===== src/logic/sram_ctrl_pkg.sv =====
package sram_ctrl_pkg;

	// Pin widths of the attached memory
	localparam int unsigned ADDR_W = 12;
	localparam int unsigned DATA_W = 4;
	localparam int unsigned WORDS  = 4096;

	// Clock period in ps
	localparam int unsigned CLK_PERIOD_PS = 8000;

	// Fastest-grade timing figures in ns
	localparam int unsigned READ_CYCLE_MIN_NS           = 35;
	localparam int unsigned SELECT_ACCESS_DELAY_NS      = 35;
	localparam int unsigned DESELECT_FLOAT_DELAY_NS     = 20;
	localparam int unsigned WRITE_FLOAT_DELAY_NS        = 15;
	localparam int unsigned WRITE_PULSE_MIN_NS          = 30;
	localparam int unsigned SELECT_TO_WRITE_END_MIN_NS  = 30;
	localparam int unsigned ADDRESS_TO_WRITE_END_MIN_NS = 30;
	localparam int unsigned DATA_SETUP_MIN_NS           = 20;
	localparam int unsigned DATA_HOLD_MIN_NS            = 5;
	localparam int unsigned ADDRESS_SETUP_MIN_NS        = 0;
	localparam int unsigned ADDRESS_HOLD_AFTER_WRITE_NS = 0;
	localparam int unsigned STANDBY_ENTRY_DELAY_NS      = 35;
	localparam int unsigned STANDBY_EXIT_DELAY_NS       = 0;

	// Least times round up to whole cycles, never below one
	function automatic int unsigned ns_to_cycles_min(input int unsigned ns);
		int unsigned c;
		c = (ns * 1000 + CLK_PERIOD_PS - 1) / CLK_PERIOD_PS;
		return (c < 1) ? 1 : c;
	endfunction

	localparam int unsigned READ_CYCLES  = ns_to_cycles_min(READ_CYCLE_MIN_NS);
	localparam int unsigned WRITE_CYCLES = ns_to_cycles_min(WRITE_PULSE_MIN_NS);
	localparam int unsigned FLOAT_CYCLES = ns_to_cycles_min(WRITE_FLOAT_DELAY_NS);
	localparam int unsigned HOLD_CYCLES  = ns_to_cycles_min(DATA_HOLD_MIN_NS);
	localparam int unsigned DESEL_CYCLES = ns_to_cycles_min(DESELECT_FLOAT_DELAY_NS);

	// Extra read cycles while the data synchroniser fills
	localparam int unsigned SYNC_EXTRA_CYCLES = 2;

	// Controller states
	typedef enum logic [2:0] {
		ST_IDLE  = 3'b000,
		ST_READ  = 3'b001,
		ST_FLOAT = 3'b010,
		ST_WRITE = 3'b011,
		ST_HOLD  = 3'b100,
		ST_DESEL = 3'b101
	} ctrl_state_t;

	localparam logic [7:0] COUNT_ZERO = 8'h00;

endpackage : sram_ctrl_pkg


===== src/logic/sram_ctrl.sv =====
`timescale 1ns/10ps
// How it works
// - Write spans overlap; first rise ends it
// - Hold write data around ending edge
// - Address held 35 ns per cycle
// - Write strobe low at least 30 ns
// - Select low 30 ns before write end
// - Address stable across strobe, zero setup/hold
// - Address stable 30 ns before write end
module sram_ctrl
	import sram_ctrl_pkg::*;
#(
	parameter int unsigned AW           = ADDR_W,
	parameter int unsigned DW           = DATA_W,
	parameter int unsigned READ_CYC     = READ_CYCLES,
	parameter int unsigned WRITE_CYC    = WRITE_CYCLES,
	parameter int unsigned FLOAT_CYC    = FLOAT_CYCLES,
	parameter int unsigned HOLD_CYC     = HOLD_CYCLES,
	parameter int unsigned DESEL_CYC    = DESEL_CYCLES,
	parameter bit          STAY_SELECTED = 1'b0
) (
	input  wire logic          clock_in,
	input  wire logic          reset_in,
	// User request side
	input  wire logic          req_valid_in,
	input  wire logic          req_write_in,
	input  wire logic [AW-1:0] req_addr_in,
	input  wire logic [DW-1:0] req_wdata_in,
	output logic               req_ready_out,
	output logic               rd_valid_out,
	output logic [DW-1:0]      rd_data_out,
	// Memory pins
	output logic [AW-1:0]      word_address_out,
	output logic               select_n_out,
	output logic               write_strobe_n_out,
	input  wire logic [DW-1:0] data_lines_in,
	output logic [DW-1:0]      data_lines_out,
	output logic               data_lines_oe_n_out
);

	localparam int unsigned CW      = 8;
	localparam int unsigned CNT_MAX = (1 << CW) - 1;

	// Elaboration checks: pins match the memory, phase counts at least one and within the timer width
	if (AW != ADDR_W || DW != DATA_W) begin : g_bad_pins
		$error("sram_ctrl: pin widths must match the memory");
	end
	if (READ_CYC < 1 || WRITE_CYC < 1 || FLOAT_CYC < 1 || HOLD_CYC < 1 || DESEL_CYC < 1) begin : g_bad_short
		$error("sram_ctrl: phase counts must be at least one");
	end
	if (READ_CYC + SYNC_EXTRA_CYCLES > CNT_MAX || WRITE_CYC > CNT_MAX || DESEL_CYC > CNT_MAX
		|| FLOAT_CYC > CNT_MAX || HOLD_CYC > CNT_MAX) begin : g_bad_long
		$error("sram_ctrl: phase counts exceed timer width");
	end

	ctrl_state_t     state_r;
	ctrl_state_t     state_nxt;
	logic [AW-1:0]   addr_r;
	logic [DW-1:0]   wdata_r;
	logic [DW-1:0]   rd_data_r;
	logic            rd_valid_r;
	logic            select_n_r;
	logic            strobe_n_r;
	logic            drive_r;
	logic            timer_load;
	logic [CW-1:0]   timer_count;
	logic            timer_done;
	logic [DW-1:0]   sync1_r;
	logic [DW-1:0]   sync2_r;
	logic [DW-1:0]   sync3_r;

	// Phase timer shared by all states
	sram_phase_timer #(
		.CNT_W (CW)
	) u_timer (
		.clock_in (clock_in),
		.reset_in (reset_in),
		.load_in  (timer_load),
		.count_in (timer_count),
		.done_out (timer_done)
	);

	// Data pins come from outside the clock domain: three flops
	always_ff @(posedge clock_in or posedge reset_in) begin
		if (reset_in) begin
			sync1_r <= '0;
			sync2_r <= '0;
			sync3_r <= '0;
		end else begin
			sync1_r <= data_lines_in;
			sync2_r <= sync1_r;
			sync3_r <= sync2_r;
		end
	end

	// States that may take a new request once their timer has run out
	function automatic logic accepts_req(input ctrl_state_t s);
		return (s == ST_IDLE) || (s == ST_DESEL);
	endfunction

	wire           take_req   = accepts_req(state_r) && timer_done && req_valid_in;
	wire           read_stable = (sync2_r == sync3_r);
	wire [CW-1:0]  read_count  = CW'(READ_CYC + SYNC_EXTRA_CYCLES); // Extra cycles cover the synchroniser
	wire [CW-1:0]  write_count = CW'(WRITE_CYC);
	wire [CW-1:0]  float_count = CW'(FLOAT_CYC);
	wire [CW-1:0]  hold_count  = CW'(HOLD_CYC);
	wire [CW-1:0]  desel_count = CW'(DESEL_CYC);

	// Pin levels decode the next state, so each pin moves with its state
	wire           select_n_nxt = !(state_nxt == ST_READ || state_nxt == ST_FLOAT || state_nxt == ST_WRITE
		|| state_nxt == ST_HOLD || (STAY_SELECTED && state_nxt == ST_IDLE));
	wire           strobe_n_nxt = !(state_nxt == ST_FLOAT || state_nxt == ST_WRITE);
	wire           drive_nxt    = (state_nxt == ST_WRITE || state_nxt == ST_HOLD);

	// Next state and timer loads
	always_comb begin
		state_nxt   = state_r;
		timer_load  = 1'b0;
		timer_count = COUNT_ZERO;
		unique case (state_r)
			ST_IDLE, ST_DESEL: begin
				if (take_req) begin
					timer_load = 1'b1;
					if (req_write_in) begin
						state_nxt   = ST_FLOAT;  // Let memory float before we drive
						timer_count = float_count;
					end else begin
						state_nxt   = ST_READ;
						timer_count = read_count;
					end
				end else if (state_r == ST_DESEL && timer_done) begin
					state_nxt = ST_IDLE;
				end
			end
			ST_READ: begin
				if (timer_done && read_stable) begin
					state_nxt   = ST_DESEL;
					timer_load  = 1'b1;
					timer_count = desel_count;
				end
			end
			ST_FLOAT: begin
				if (timer_done) begin
					state_nxt   = ST_WRITE;
					timer_load  = 1'b1;
					timer_count = write_count;
				end
			end
			ST_WRITE: begin
				if (timer_done) begin
					state_nxt   = ST_HOLD;
					timer_load  = 1'b1;
					timer_count = hold_count;
				end
			end
			ST_HOLD: begin
				if (timer_done) begin
					state_nxt   = ST_DESEL;
					timer_load  = 1'b1;
					timer_count = desel_count;
				end
			end
			default: state_nxt = ST_IDLE;
		endcase
	end

	// State, latched request and pin registers
	always_ff @(posedge clock_in or posedge reset_in) begin
		if (reset_in) begin
			state_r    <= ST_IDLE;
			addr_r     <= '0;
			wdata_r    <= '0;
			select_n_r <= 1'b1;
			strobe_n_r <= 1'b1;
			drive_r    <= 1'b0;
		end else begin
			state_r <= state_nxt;
			if (take_req) begin
				addr_r  <= req_addr_in; // Address held the whole cycle
				wdata_r <= req_wdata_in;
			end
			// Select low for every access; optionally also low in idle, but always high in the deselect phase
			select_n_r <= select_n_nxt;
			strobe_n_r <= strobe_n_nxt; // Overlap with select
			drive_r    <= drive_nxt; // Strobe rises first, data held
		end
	end

	// Capture read word once the synchroniser has settled
	always_ff @(posedge clock_in or posedge reset_in) begin
		if (reset_in) begin
			rd_data_r  <= '0;
			rd_valid_r <= 1'b0;
		end else begin
			rd_valid_r <= 1'b0;
			if (state_r == ST_READ && timer_done && read_stable) begin
				rd_data_r  <= sync3_r; // Same polarity as written
				rd_valid_r <= 1'b1;
			end
		end
	end

	assign req_ready_out       = accepts_req(state_r) && timer_done;
	assign rd_valid_out        = rd_valid_r;
	assign rd_data_out         = rd_data_r;
	assign word_address_out    = addr_r;
	assign select_n_out        = select_n_r;
	assign write_strobe_n_out  = strobe_n_r;
	assign data_lines_out      = wdata_r;
	assign data_lines_oe_n_out = !drive_r; // Drive in the write and hold phases, after the float phase

endmodule // sram_ctrl


===== src/logic/sram_phase_timer.sv =====
`timescale 1ns/10ps
// Loadable down counter marking the end of each bus phase
module sram_phase_timer
	import sram_ctrl_pkg::*;
#(
	parameter int unsigned CNT_W = 8
) (
	input  wire logic             clock_in,
	input  wire logic             reset_in,
	input  wire logic             load_in,
	input  wire logic [CNT_W-1:0] count_in,
	output logic                  done_out
);

	logic [CNT_W-1:0] count_r;

	// Elaboration check: a one-bit counter cannot hold a phase
	if (CNT_W < 2) begin : g_bad_width
		$error("sram_phase_timer: CNT_W too small");
	end

	// Load takes priority so back-to-back phases never see a stale count
	always_ff @(posedge clock_in or posedge reset_in) begin
		if (reset_in) begin
			count_r <= '0;
		end else if (load_in) begin
			count_r <= count_in;
		end else if (count_r != '0) begin
			count_r <= count_r - 1'b1;
		end
	end

	// Done looks at the count only, so the load decision never feeds back into it
	assign done_out = (count_r == '0);

endmodule // sram_phase_timer


===== config.mk =====
export PLATFORM = sky130hd
export DESIGN_NAME = sram_ctrl
export DESIGN_NICKNAME = d
export VERILOG_FILES = /design/src/logic/sram_ctrl_pkg.sv /design/src/logic/sram_ctrl.sv /design/src/logic/sram_phase_timer.sv
export SDC_FILE = /design/constraint.sdc
export NUM_CORES = 1
export LEC_CHECK = 0
export BUFFER_PORTS_ARGS = -buffer_cell sky130_fd_sc_hd__buf_2
export CAP_MARGIN = 25
export CORE_MARGIN = 4
export CORE_UTILIZATION = 57
export CTS_CLUSTER_SIZE = 12
export DETAILED_ROUTE_END_ITERATION = 10
export PLACE_DENSITY_LB_ADDON = 0.15
export SLEW_MARGIN = 10
export SYNTH_ARGS = -nofsm -noshare
export SYNTH_HDL_FRONTEND = slang
export SYNTH_SLANG_ARGS = --single-unit
export TNS_END_PERCENT = 20

===== constraint.sdc =====
create_clock -name clock_in -period 4 [get_ports clock_in]
set_input_delay 0.8 -clock clock_in [delete_from_list [all_inputs] [get_ports clock_in]]
set_output_delay 0.8 -clock clock_in [all_outputs]
set_load 0.005 [all_outputs]

==> run metrics <==
most frequent cell after synthesis dfrtp_1; post-CTS setup buffers 0; Cell Pwr Density 487 nW/µm²; Buf/Inv on CP 2; Worst VDD drop 0.000311 V; RSZ-0062 raised after global routing no; clock skew 0.00649 ns; Max Root-Sink Buffers 2; top-area cell type share of the netlist area 54.5%; clock tree sinks 47; Routed Antenna Nets 0; Remaining Overflow, GRT 0; ranking of synthesized cells by area dfrtp_1 (55%), mux2_2 (7.1%), mux2_4 (6.5%), dfstp_2 (2.5%), xnor2_1 (2.5%); reg2reg end rd_data_out[2]; die area 4650 µm²; final worst-path cycle share 71.3%; synth-to-layout area growth 16.7%; crit-path cells inv_1 > ha_1 > or3b_2 > nor2_8 > and2_1 > buf_2; Max Cap Viol 0; total global-route track usage 20.0%; Ant. Diodes 0; vias 1423; proportion of layout cells with a drive suffix above 1 41.8%; Core Box Area 3420 µm²; initial core utilization 60.4%; Pre-antenna DRT Iters 4; Worst EP required 3.20 ns; leak pwr 1.23 nW; Synth area leader dfrtp_1; Crit path max-delay family simple AND/OR/NAND/NOR gates; Async S/R FF share, synth 100%; Final min period 2.85 ns; area of the mapped netlist 2060 µm²; post-synthesis sequential area ratio 57.1%; initial DRC count 85; HPWL after DPL 2.97 mm; Die Y-Extent 68.2 µm; io pins 49; Min Hold Slack 0.367 ns; initial antenna violation count 0; critical path's slowest cell or3b_2; HP Class reg2reg; vias in the first global route 1525; FP Rows 21; Crit. End Element output pin; CP Max Fanout 7; RD Place Congestion 0.866; net count after synthesis 187; Critical Path Max Stage Delay 0.55 ns; H-tree depth 2; Yosys cell types 43; post-detailed-routing wire length 4.00 mm; CP startpoint u_timer.count_r[0]; ys flop type dfrtp_1; final setup fails 0; Hold Vio Cnt, Final 0; Post-synth EDFFs 0; Clock Latency Late Sink 0.35 ns; CP Data Arrival Time 2.05 ns; status complete, no violations; cell area after layout 2410 µm²; CP Capture Point req_ready_out; Setup Total Neg Slack 0 ns; Num CTS Buffers 5; Slew Viols, Final 0; Layout fillers 245; beginning of the worst register-to-register path u_timer.count_r[0]; Port-buffer cells 48; Synth Area per Inst 12.8 µm²; # resized after CTS 0; Startpoint Class register; top cells by count, synth dfrtp_1 (45), mux2_2 (13), mux2_4 (9); Worst Tran Pin Value 0.574 ns; largest net degree at the start of global routing 48; Final nets 238; Seq cells post-synth 47; CP Depth 6; CTS tree done; Syn Inst Count 161; Reg clk slew, reported paths 0.13 ns; Hold-fix buffers, CTS 0; R2R Setup Slk 1.73 ns; relative slew slack 61.8%; vias per cell 5.49; DR DRC count 0; Die Span X 68.2 µm; wire per inst 15.5 µm; root buffer cell clkbuf_4; FMAX 351 MHz; Worst R2R Path Depth 6; Critical Setup Path Class reg2out; first-pass GRT wire length 6.78 mm; Placed Instance Area 2340 µm²; YS warnings 0
==> report_power, final <==
part | total [mW] | internal [mW] | switching [mW]
clock | 0.236 | 0.0867 | 0.150
combinational | 0.299 | 0.147 | 0.152
sequential | 0.639 | 0.553 | 0.0857
total | 1.17 | 0.787 | 0.387
==> cells by family (layout without fill, tap and decap cells) <==
kind of cell | Yosys count | in the layout | synth area share (%)
fa+ha+maj | 2 | 2 | 1.21
simple gates | 43 | 43 | 13.6
flops | 47 | 47 | 57.1
mux | 23 | 23 | 14.1
compound gates | 27 | 27 | 8.42
xor+xnor | 7 | 7 | 2.97
buf+inv | 12 | 64 | 2.61
==> state kept, by name, summed over array words and instances (netlist names) <==
register            cells
word_address_out       12
u_timer.count_r         8
data_lines_out          4
rd_data_out             4
sync1_r                 4
sync2_r                 4
sync3_r                 4
state_r                 3
drive_r                 1
rd_valid_out            1
select_n_out            1
write_strobe_n_out      1
==> layout by cell type (no fill, tap or decap), types with 2 or more instances in the layout <==
master / n
nand2b_1: 4
nor3_1: 4
xnor2_1: 6
a211oi_1: 2
clkbuf_4: 5
nand3_1: 5
o21ai_0: 5
mux2_2: 13
or2_2: 2
nor3b_1: 2
o211ai_1: 2
nor2_1: 5
or3_1: 2
dfrtp_1: 45
mux2_4: 9
buf_2: 48
a21oi_1: 7
ha_1: 2
inv_1: 6
a31oi_1: 3
dfstp_2: 2
a211o_1: 2
and2_1: 2
nand2_1: 7
==> layout make-up <==
| cell class | instances | area (µm²) | share of cell area (%) |
|---|---|---|---|
| clock inverters | 2 | 16.3 | 0.675 |
| inverters | 7 | 26.3 | 1.09 |
| repair buffers | 49 | 248 | 10.3 |
| multi-input cells | 102 | 832 | 34.5 |
| flip-flops and latches | 47 | 1180 | 48.9 |
| clock buffers | 6 | 51.3 | 2.13 |
| well taps | 46 | 57.6 | 2.39 |
==> worst min-delay path by stage <==
| stage | startpoint | end | cells past startpoint |
|---|---|---|---|
| 6_report | sync1_r[3] | sync2_r[3] | 0 |
| 3_3_place_gp | sync1_r[1] | sync2_r[1] | 0 |
| 3_5_place_dp | sync1_r[3] | sync2_r[3] | 0 |
| 5_1_grt | sync1_r[2] | sync2_r[2] | 0 |
| 2_1_floorplan | sync1_r[0] | sync2_r[0] | 0 |
| 4_1_cts | sync1_r[3] | sync2_r[3] | 0 |
==> layer usage <==
metal / track usage [%] / vias to the layer above / part of all wire [%]
met4: 7.94 / 0 / 1.6
met5: 0 / - / 0
met3: 5.58 / 8 / 6.5
li1: - / 675 / -
met2: 33.6 / 49 / 51
met1: 24.2 / 691 / 40
==> through the flow <==
step	total power [mW]	utilization (%)	std cells	worst slack [ns]
3_3_place_gp	0.933	68.6	251	1.60
3_5_place_dp	0.945	68.6	251	1.55
5_1_grt	1.25	70.5	259	1.02
4_1_cts	1.18	70.5	259	1.13
6_report	1.17	70.5	259	1.15
2_1_floorplan	0.850	-	161	1.75
Note: power is estimated with default switching activity, not from simulation.
